<file path="src/scg_pkg.sv">
// shared constants for the serializer config and pin register bank
package scg_pkg;
	localparam int          NUM_PINS        = 3;
	localparam logic [7:0]  ADDR_BUS_ADDRESS = 8'h00;
	localparam logic [7:0]  ADDR_RESET_CTRL  = 8'h01;
	localparam logic [7:0]  ADDR_PIN0_CFG    = 8'h02;
	localparam logic [7:0]  ADDR_PIN1_CFG    = 8'h03;
	localparam logic [7:0]  ADDR_PIN2_CFG    = 8'h04;
	localparam logic [7:0]  ADDR_GEN_INPUT   = 8'h05;
	localparam logic [7:0]  ADDR_GEN_OUTPUT  = 8'h06;
	localparam logic [6:0]  RST_BUS_ADDRESS  = 7'h57;
	localparam int          BIT_ANALOG_OFF   = 4;
	localparam int          BIT_SOFT_RESET   = 0;
	localparam logic [7:0]  RST_PIN_CFG      = 8'h05;
	localparam int          SEL_HI           = 7;
	localparam int          SEL_LO           = 4;
	localparam int          PULL_HI          = 3;
	localparam int          PULL_LO          = 2;
	localparam int          BIT_IN_EN        = 1;
	localparam int          BIT_OUT_EN       = 0;
	localparam logic [1:0]  PULL_NONE        = 2'h0;
	localparam logic [1:0]  PULL_DOWN        = 2'h1;
	localparam logic [1:0]  PULL_UP          = 2'h2;
	localparam logic [3:0]  P0_GEN_OUT       = 4'h0;
	localparam logic [3:0]  P0_LINK_LOSS     = 4'h1;
	localparam logic [3:0]  P0_CLK_LOS       = 4'h3;
	localparam logic [3:0]  P0_CLK_DET       = 4'h4;
	localparam logic [3:0]  P1_POR           = 4'h0;
	localparam logic [3:0]  P1_GEN_OUT       = 4'h1;
	localparam logic [3:0]  P1_PLL_LOCK      = 4'h2;
	localparam logic [3:0]  P1_LANE0_LOS     = 4'h3;
	localparam logic [3:0]  P1_LANE4_LOS     = 4'h7;
	localparam logic [3:0]  P2_GEN_OUT       = 4'h0;
	localparam logic [3:0]  P2_ALWAYS_CLK    = 4'h1;
	localparam logic [3:0]  P2_SER_CLK       = 4'h2;
	localparam logic [3:0]  P2_DIG_CLK       = 4'h4;
endpackage

</file>
<file path="src/scg_cfg_if.sv">
// per-pin configuration carried from the register bank to the pin muxes
`timescale 1ns/1ns
interface scg_cfg_if;
	logic [3:0] pin_function_select [3];
	logic [1:0] pin_pull_select     [3];
	logic [2:0] input_enable;
	logic [2:0] output_enable;
	logic [2:0] general_output_value;
	logic [2:0] pin_value;
	logic [2:0] pin_sampled;
	modport regs (output pin_function_select, output pin_pull_select, output input_enable,
		output output_enable, output general_output_value, input pin_sampled);
	modport pins (input pin_function_select, input pin_pull_select, input input_enable,
		input output_enable, input general_output_value, input pin_value,
		output pin_sampled);
endinterface

</file>
<file path="src/scg_regs.sv">
// serializer configuration and pin register bank behind a byte register port
`timescale 1ns/1ns
// What this block does
// - bus address bits 7:1 writable, reset 57 hex, bit 0 reads zero
// - analog power-down bit 4 of reset control disables analog blocks, default zero
// - writing one to reset bit 0 resets all but the bus address and the read data register
// - pin 0 selector: general output, link loss, clock loss, clock detect
// - pin 1 selector: power-on reset, general output, lock, lane losses
// - pin 2 selector: general output, always-on, serializer, digital clocks
// - pull field: none, pulldown, pullup; resets to pulldown
// - bit 1 enables the pin input buffer, resets off
// - bit 0 enables the pin output driver, resets on
// - general-output mode drives the matching bit of register 06
// - register 05 reports sampled pin levels in bits 2:0
module scg_regs (
	input  wire logic       clk_sys,
	input  wire logic       rst,
	input  wire logic [7:0] reg_addr,
	input  wire logic [7:0] reg_wdata,
	input  wire logic       reg_wr,
	input  wire logic       reg_rd,
	output logic      [7:0] reg_rdata,
	output logic      [6:0] bus_address,
	output logic            analog_power_down,
	input  wire logic       link_loss,
	input  wire logic       parallel_clock_los,
	input  wire logic       parallel_clock_detect,
	input  wire logic       power_on_reset,
	input  wire logic       pll_lock,
	input  wire logic [4:0] lane_los,
	input  wire logic       always_on_clock,
	input  wire logic       serializer_clock,
	input  wire logic       digital_clock,
	input  wire logic [2:0] pin_in,
	output logic      [2:0] pin_out,
	output logic      [2:0] pin_oe_n,
	output logic      [2:0] pin_pullup_en,
	output logic      [2:0] pin_pulldown_en
);
	scg_cfg_if cfg ();

	logic [6:0] bus_address_ff, nxt_bus_address;
	logic       analog_off_ff, nxt_analog_off;
	logic       soft_reset_ff, nxt_soft_reset;
	logic [7:0] pin_cfg_ff [3];
	logic [7:0] nxt_pin_cfg [3];
	logic [2:0] gen_out_ff, nxt_gen_out;
	logic [7:0] rdata_ff, nxt_rdata;
	logic       bank_rst;

	// software reset pulse clears the bank one cycle after the write
	assign bank_rst = rst | soft_reset_ff;

	// bus address only follows the hard reset
	always_comb begin
		nxt_bus_address = bus_address_ff;
		if (reg_wr && reg_addr == scg_pkg::ADDR_BUS_ADDRESS) begin
			nxt_bus_address = reg_wdata[7:1];
		end
	end

	always_ff @(posedge clk_sys) begin
		if (rst) begin
			bus_address_ff <= scg_pkg::RST_BUS_ADDRESS;
		end else begin
			bus_address_ff <= nxt_bus_address;
		end
	end

	// reset control and pin bank writes
	always_comb begin
		nxt_analog_off = analog_off_ff;
		nxt_soft_reset = 1'b0; // self clearing
		nxt_gen_out    = gen_out_ff;
		for (int i = 0; i < 3; i++) begin
			nxt_pin_cfg[i] = pin_cfg_ff[i];
		end
		if (reg_wr) begin
			case (reg_addr)
				scg_pkg::ADDR_RESET_CTRL: begin
					nxt_analog_off = reg_wdata[scg_pkg::BIT_ANALOG_OFF];
					nxt_soft_reset = reg_wdata[scg_pkg::BIT_SOFT_RESET];
				end
				scg_pkg::ADDR_PIN0_CFG: nxt_pin_cfg[0] = reg_wdata;
				scg_pkg::ADDR_PIN1_CFG: nxt_pin_cfg[1] = reg_wdata;
				scg_pkg::ADDR_PIN2_CFG: nxt_pin_cfg[2] = reg_wdata;
				scg_pkg::ADDR_GEN_OUTPUT: nxt_gen_out = reg_wdata[2:0];
				default: nxt_gen_out = gen_out_ff;
			endcase
		end
	end

	always_ff @(posedge clk_sys) begin
		if (bank_rst) begin
			analog_off_ff <= 1'b0;
			soft_reset_ff <= 1'b0;
			gen_out_ff    <= '0;
			for (int i = 0; i < 3; i++) begin
				pin_cfg_ff[i] <= scg_pkg::RST_PIN_CFG;
			end
		end else begin
			analog_off_ff <= nxt_analog_off;
			soft_reset_ff <= nxt_soft_reset;
			gen_out_ff    <= nxt_gen_out;
			for (int i = 0; i < 3; i++) begin
				pin_cfg_ff[i] <= nxt_pin_cfg[i];
			end
		end
	end

	// read mux, reserved bits read zero, unmapped reads zero
	always_comb begin
		nxt_rdata = rdata_ff;
		if (reg_rd) begin
			case (reg_addr)
				scg_pkg::ADDR_BUS_ADDRESS: nxt_rdata = {bus_address_ff, 1'b0};
				scg_pkg::ADDR_RESET_CTRL:  nxt_rdata = {3'h0, analog_off_ff, 3'h0,
					soft_reset_ff};
				scg_pkg::ADDR_PIN0_CFG:    nxt_rdata = pin_cfg_ff[0];
				scg_pkg::ADDR_PIN1_CFG:    nxt_rdata = pin_cfg_ff[1];
				scg_pkg::ADDR_PIN2_CFG:    nxt_rdata = pin_cfg_ff[2];
				scg_pkg::ADDR_GEN_INPUT:   nxt_rdata = {5'h0, cfg.pin_sampled};
				scg_pkg::ADDR_GEN_OUTPUT:  nxt_rdata = {5'h0, gen_out_ff};
				default:                   nxt_rdata = 8'h00;
			endcase
		end
	end

	always_ff @(posedge clk_sys) begin
		if (rst) begin
			rdata_ff <= 8'h00;
		end else begin
			rdata_ff <= nxt_rdata;
		end
	end

	// fan the config fields out to the pin logic
	genvar g;
	generate
		for (g = 0; g < 3; g++) begin : g_cfg
			assign cfg.pin_function_select[g] = pin_cfg_ff[g][scg_pkg::SEL_HI:scg_pkg::SEL_LO];
			assign cfg.pin_pull_select[g]     = pin_cfg_ff[g][scg_pkg::PULL_HI:scg_pkg::PULL_LO];
			assign cfg.input_enable[g]        = pin_cfg_ff[g][scg_pkg::BIT_IN_EN];
			assign cfg.output_enable[g]       = pin_cfg_ff[g][scg_pkg::BIT_OUT_EN];
		end
	endgenerate
	assign cfg.general_output_value = gen_out_ff;
	assign cfg.pin_value            = pin_in;

	scg_pin_mux u_pins (
		.clk_sys               (clk_sys),
		.rst                   (bank_rst),
		.cfg                   (cfg),
		.link_loss             (link_loss),
		.parallel_clock_los    (parallel_clock_los),
		.parallel_clock_detect (parallel_clock_detect),
		.power_on_reset        (power_on_reset),
		.pll_lock              (pll_lock),
		.lane_los              (lane_los),
		.always_on_clock       (always_on_clock),
		.serializer_clock      (serializer_clock),
		.digital_clock         (digital_clock),
		.pin_out               (pin_out),
		.pin_oe_n              (pin_oe_n),
		.pin_pullup_en         (pin_pullup_en),
		.pin_pulldown_en       (pin_pulldown_en)
	);

	assign reg_rdata         = rdata_ff;
	assign bus_address       = bus_address_ff;
	assign analog_power_down = analog_off_ff;
endmodule

</file>
<file path="src/scg_pin_sync.sv">
// three-stage synchroniser with agreement filter for the pin inputs
`timescale 1ns/1ns
module scg_pin_sync #(
	parameter int WIDTH = 3
) (
	input  wire logic             clk_sys,
	input  wire logic             rst,
	input  wire logic [WIDTH-1:0] async_in,
	output logic      [WIDTH-1:0] sync_out
);
	logic [WIDTH-1:0] s1_ff, s2_ff, s3_ff, out_ff;
	logic [WIDTH-1:0] nxt_out;

	// take a new level only once stages two and three agree
	always_comb begin
		nxt_out = out_ff;
		for (int i = 0; i < WIDTH; i++) begin
			if (s2_ff[i] == s3_ff[i]) begin
				nxt_out[i] = s3_ff[i];
			end
		end
	end

	// register the chain
	always_ff @(posedge clk_sys) begin
		if (rst) begin
			s1_ff  <= '0;
			s2_ff  <= '0;
			s3_ff  <= '0;
			out_ff <= '0;
		end else begin
			s1_ff  <= async_in;
			s2_ff  <= s1_ff;
			s3_ff  <= s2_ff;
			out_ff <= nxt_out;
		end
	end

	assign sync_out = out_ff;
endmodule

</file>
<file path="src/scg_pin_mux.sv">
// pin function muxes, pad controls and input sampling
`timescale 1ns/1ns
module scg_pin_mux (
	input  wire logic       clk_sys,
	input  wire logic       rst,
	scg_cfg_if.pins         cfg,
	input  wire logic       link_loss,
	input  wire logic       parallel_clock_los,
	input  wire logic       parallel_clock_detect,
	input  wire logic       power_on_reset,
	input  wire logic       pll_lock,
	input  wire logic [4:0] lane_los,
	input  wire logic       always_on_clock,
	input  wire logic       serializer_clock,
	input  wire logic       digital_clock,
	output logic      [2:0] pin_out,
	output logic      [2:0] pin_oe_n,
	output logic      [2:0] pin_pullup_en,
	output logic      [2:0] pin_pulldown_en
);
	logic [2:0] sel_val;
	logic [2:0] pin_sync;
	logic [2:0] pin_out_ff, nxt_pin_out;

	// pin 0 source select
	always_comb begin
		case (cfg.pin_function_select[0])
			scg_pkg::P0_GEN_OUT:   sel_val[0] = cfg.general_output_value[0];
			scg_pkg::P0_LINK_LOSS: sel_val[0] = link_loss;
			scg_pkg::P0_CLK_LOS:   sel_val[0] = parallel_clock_los;
			scg_pkg::P0_CLK_DET:   sel_val[0] = parallel_clock_detect;
			default:               sel_val[0] = 1'b0;
		endcase
	end

	// pin 1 source select, lane loss codes are consecutive
	always_comb begin
		case (cfg.pin_function_select[1])
			scg_pkg::P1_POR:      sel_val[1] = power_on_reset;
			scg_pkg::P1_GEN_OUT:  sel_val[1] = cfg.general_output_value[1];
			scg_pkg::P1_PLL_LOCK: sel_val[1] = pll_lock;
			default: begin
				if (cfg.pin_function_select[1] >= scg_pkg::P1_LANE0_LOS &&
					cfg.pin_function_select[1] <= scg_pkg::P1_LANE4_LOS) begin
					sel_val[1] = lane_los[3'(cfg.pin_function_select[1] -
						scg_pkg::P1_LANE0_LOS)];
				end else begin
					sel_val[1] = 1'b0;
				end
			end
		endcase
	end

	// pin 2 source select; clocks pass combinationally
	always_comb begin
		case (cfg.pin_function_select[2])
			scg_pkg::P2_GEN_OUT:    sel_val[2] = cfg.general_output_value[2];
			scg_pkg::P2_ALWAYS_CLK: sel_val[2] = always_on_clock;
			scg_pkg::P2_SER_CLK:    sel_val[2] = serializer_clock;
			scg_pkg::P2_DIG_CLK:    sel_val[2] = digital_clock;
			default:                sel_val[2] = 1'b0;
		endcase
	end

	// status outputs registered; clock sources bypass the flop
	always_comb begin
		nxt_pin_out = sel_val;
	end

	always_ff @(posedge clk_sys) begin
		if (rst) begin
			pin_out_ff <= '0;
		end else begin
			pin_out_ff <= nxt_pin_out;
		end
	end

	// pad controls per pin
	genvar g;
	generate
		for (g = 0; g < 3; g++) begin : g_pad
			assign pin_oe_n[g]        = ~cfg.output_enable[g];
			assign pin_pulldown_en[g] = (cfg.pin_pull_select[g] == scg_pkg::PULL_DOWN);
			assign pin_pullup_en[g]   = (cfg.pin_pull_select[g] == scg_pkg::PULL_UP);
			assign cfg.pin_sampled[g] = cfg.input_enable[g] & pin_sync[g];
		end
	endgenerate

	assign pin_out = {(cfg.pin_function_select[2] == scg_pkg::P2_GEN_OUT) ? pin_out_ff[2]
		: sel_val[2], pin_out_ff[1:0]};

	scg_pin_sync #(.WIDTH(3)) u_sync (
		.clk_sys  (clk_sys),
		.rst      (rst),
		.async_in (cfg.pin_value),
		.sync_out (pin_sync)
	);
endmodule

</file>
<file path="config.mk">
export PLATFORM = sky130hd
export DESIGN_NAME = scg_regs
export DESIGN_NICKNAME = d
export VERILOG_FILES = /design/src/scg_pkg.sv /design/src/scg_cfg_if.sv /design/src/scg_regs.sv /design/src/scg_pin_sync.sv /design/src/scg_pin_mux.sv
export SDC_FILE = /design/constraint.sdc
export NUM_CORES = 1
export LEC_CHECK = 0
export ABC_AREA = 1
export BUFFER_PORTS_ARGS = -buffer_cell sky130_fd_sc_hd__buf_4
export CORE_ASPECT_RATIO = 1.4
export CORE_UTILIZATION = 50
export CTS_BUF_LIST = sky130_fd_sc_hd__clkbuf_8
export CTS_CLUSTER_SIZE = 24
export DETAILED_ROUTE_END_ITERATION = 10
export GPL_ROUTABILITY_DRIVEN = 0
export PLACE_DENSITY = 0.78
export SLEW_MARGIN = 20
export SYNTH_ARGS = -nofsm -noshare
export SYNTH_HDL_FRONTEND = slang
export SYNTH_SLANG_ARGS = --single-unit
</file>
<file path="constraint.sdc">
create_clock -name clk_sys -period 1.3 [get_ports clk_sys]
set_clock_uncertainty 0.15 [all_clocks]
set_input_delay 0 -clock clk_sys [delete_from_list [all_inputs] [get_ports clk_sys]]
set_output_delay 0 -clock clk_sys [all_outputs]
set_load 0.01 [all_outputs]
</file>
==> impl_metrics.tcl <==
set metrics [dict create \
    via_per_inst 5.14 \
    critPathLaunch "pin_cfg_ff[0][20]" \
    cap_violations 0 \
    fin_tns_setup_ns -0.438 \
    max_slew_margin_pct 81.0 \
    syn-num-nets 434 \
    yosysTopAreaCell "dfxtp_1" \
    dieArea_um2 5920 \
    overflow 0 \
    crit_slowest_cell "dfxtp_4" \
    slew_violations 0 \
    port_buffers 63 \
    cellPowerDensity_nw_per_um2 981 \
    post-route-period-util_pct 123 \
    num_vias 2913 \
    grt.total_usage_pct 27.8 \
    cts_made_buffers 9 \
    worst-path-buf-inv 2 \
    setup_ws_ns -0.299 \
    rsz0062_at_grt "true" \
    synth_top_cell_area_share_pct 42.1 \
    cp-start-kind "flop" \
    grt_max_degree 19 \
    rr_startpoint "pin_cfg_ff[0][12]" \
    ys_top_cells_by_area "dfxtp_1 (42%), nand2_1 (9.9%), nor2_1 (6.3%)" \
    design.core.area_um2 5280 \
    nets 536 \
    diodes 0 \
    violations "hold timing, setup timing" \
    fin_crit_ns 1.60 \
    grt_antenna_before_repair 0 \
    max_freq_mhz 625 \
    synth.most_common_cell "nand2_1" \
    crit_family "flip-flops" \
    wl_um 7550 \
    status "complete, but fails checks" \
    critPathMaxFanout 3 \
    crit_required_ns 1.15 \
    synth_edf_count 0 \
    syn_avg_cell_area_um2 7.12 \
    path_cells "buf_6 > nand4_1 > nand4_1 > mux2_4 > buf_6" \
    initial_core_util_pct 53.2 \
    rows 31 \
    hp-class "primary input to flop" \
    drtIter0Drc 158 \
    setup_viol 2 \
    cp.arrival_ns 1.45 \
    fp.dieH_um 90.6 \
    path_clk_slew_ns 0.07 \
    ys_warn_count 0 \
    die_w_um 65.3 \
    holdWs_ns -0.0744 \
    area_growth_pct 39.9 \
    cts_tree "built" \
    cp-end-kind "primary output" \
    worst_pin_slew_ns 0.283 \
    clk_path_buf_depth 2 \
    post-place-ws_ns -0.109 \
    remaining_drc_errors 0 \
    async_flop_share_pct 0 \
    grt_pass1_wl_um 12600 \
    cts_sinks 59 \
    firstDrtPassIters 5 \
    hold_violations 1 \
    ys_ff_latch 59 \
    drtAntennaViolNets 0 \
    cts-root-buf "clkbuf_8" \
    synth_area_um2 2810 \
    final_layout_size_suffix_gt1_share_pct 29.3 \
    synth_ff_type "dfxtp_1" \
    cts_hold_buf 20 \
    num_io_pins 64 \
    clk_latency_ns 0.34 \
    dpl.hpwl_um 5460 \
    wl_per_cell_um 13.3 \
    synth.distinct_cells 30 \
    p_leak_uw 0.00179 \
    cp_slowest_stage_delay_ns 0.37 \
    htreeDepth 3 \
    crit_type "flop to primary output" \
    ys_seq_area_share_pct 42.1 \
    first_global_vias 2794 \
    peakVddDrop_v 0.000867 \
    synthCells 394 \
    netlist_top_cells_count "nand2_1 (74), dfxtp_1 (59), nor2_1 (47)" \
    hold_start "serializer_clock" \
]
[metrics by stage]
| step | utilization, % | cells | total power [uW] | area, um2 | hold WS (ns) |
|---|---|---|---|---|---|
| after floorplan | - | 394 | 1990 | 2830 | -0.0378 |
| after global placement | 65.1 | 528 | 2130 | 3430 | 0.0619 |
| after detailed placement | 65.1 | 528 | 2130 | 3430 | 0.0723 |
| after CTS | 74.0 | 567 | 3870 | 3910 | -0.0980 |
| after global routing | 74.5 | 567 | 3990 | 3930 | -0.0538 |
| final | 74.5 | 567 | 3850 | 3930 | -0.0744 |
[cells in the final DEF, fill, tap and decap left out, drive strengths merged]
master,Yosys,final
bufinv,0,1
clkinv,0,3
nand2,77,77
dfxtp,59,59
a21oi,29,29
dlygate4sd3,0,20
mux2,1,1
o22ai,1,1
buf,10,84
o211ai,6,6
inv,57,58
nor2,55,55
nor3b,2,2
ha,4,4
nand4,5,5
nand3,36,36
or2,2,2
nor3,4,4
nand3b,1,1
a31oi,1,1
clkbuf,3,11
and2,1,1
o21ai,40,40
[report_power, final]
group	switching (uW)	total (uW)	internal, uW	leakage, uW
clock network	727	1710	978	0.000110
registers	7.36	1830	1820	0.000481
logic	160	323	163	0.00120
total	894	3850	2960	0.00179
[logic make-up after synthesis]
| kind of cell | after synthesis | share of synthesized area, % |
|---|---|---|
| adder cells (fa/ha/maj) | 4 | 1.78 |
| flip-flops | 59 | 42.1 |
| buffers and inverters | 70 | 11.0 |
| multiplexers | 1 | 0.401 |
| AND/OR/NAND/NOR | 183 | 30.1 |
| AO/OA/AOI/OAI | 77 | 14.6 |
[worst paths after layout]
path / endpoint / slack (ns) / cells past startpoint
worst max-delay path: pin_out[2] / -0.30 / 5
worst min-delay path: u_pins.pin_out_ff[2] / -0.07 / 4
worst max register to register: u_pins.pin_out_ff[1] / -0.14 / 8
worst min register to register: u_pins.u_sync.s2_ff[1] / 0.26 / 2
[timing repair]
item                                    in CTS  in global routing
resized for setup                           16                  6
pin swaps                                    6                  4
endpoints found under the setup margin       2                  3
endpoints found under the hold margin       50                  1
buffers inserted                             3                  0
[worst register-to-register path: cells and delay by family, from the launching register on]
kind | cells | cell delay [ns]
buffers and inverters | 2 | 0.10
AND/OR/NAND/NOR | 3 | 0.21
adder cells (fa/ha/maj) | 1 | 0.26
flip-flops | 1 | 0.40
AO/OA/AOI/OAI | 2 | 0.26
[area by class of cell]
type | instances | area [um2]
Tap cell | 66 | 82.6
Clock inverter | 5 | 52.6
Sequential cell | 59 | 1200
Clock buffer | 11 | 151
Timing Repair Buffer | 104 | 851
Fill cell | 437 | 1350
Inverter | 57 | 216
Multi-Input combinational cell | 265 | 1380
[state kept, by name, indices dropped and copies added, names as in the netlist]
signal                    count
u_pins.u_sync.s3_ff           3
u_pins.u_sync.sync_out        3
bus_address                   7
reg_rdata                     8
soft_reset_ff                 1
u_pins.u_sync.s1_ff           3
analog_power_down             1
cfg.general_output_value      3
u_pins.pin_out_ff             3
u_pins.u_sync.s2_ff           3
pin_cfg_ff                   24
[metal layers]
layer  up-vias  track usage (%)  part of all wire, %
met4         0             14.9                  2.4
li1       1468                -                    -
met2        88             49.2                   54
met5         -                0                    0
met1      1340             29.7                   39
met3        17             6.19                  4.9
Note: power is estimated with default switching activity, not from simulation.
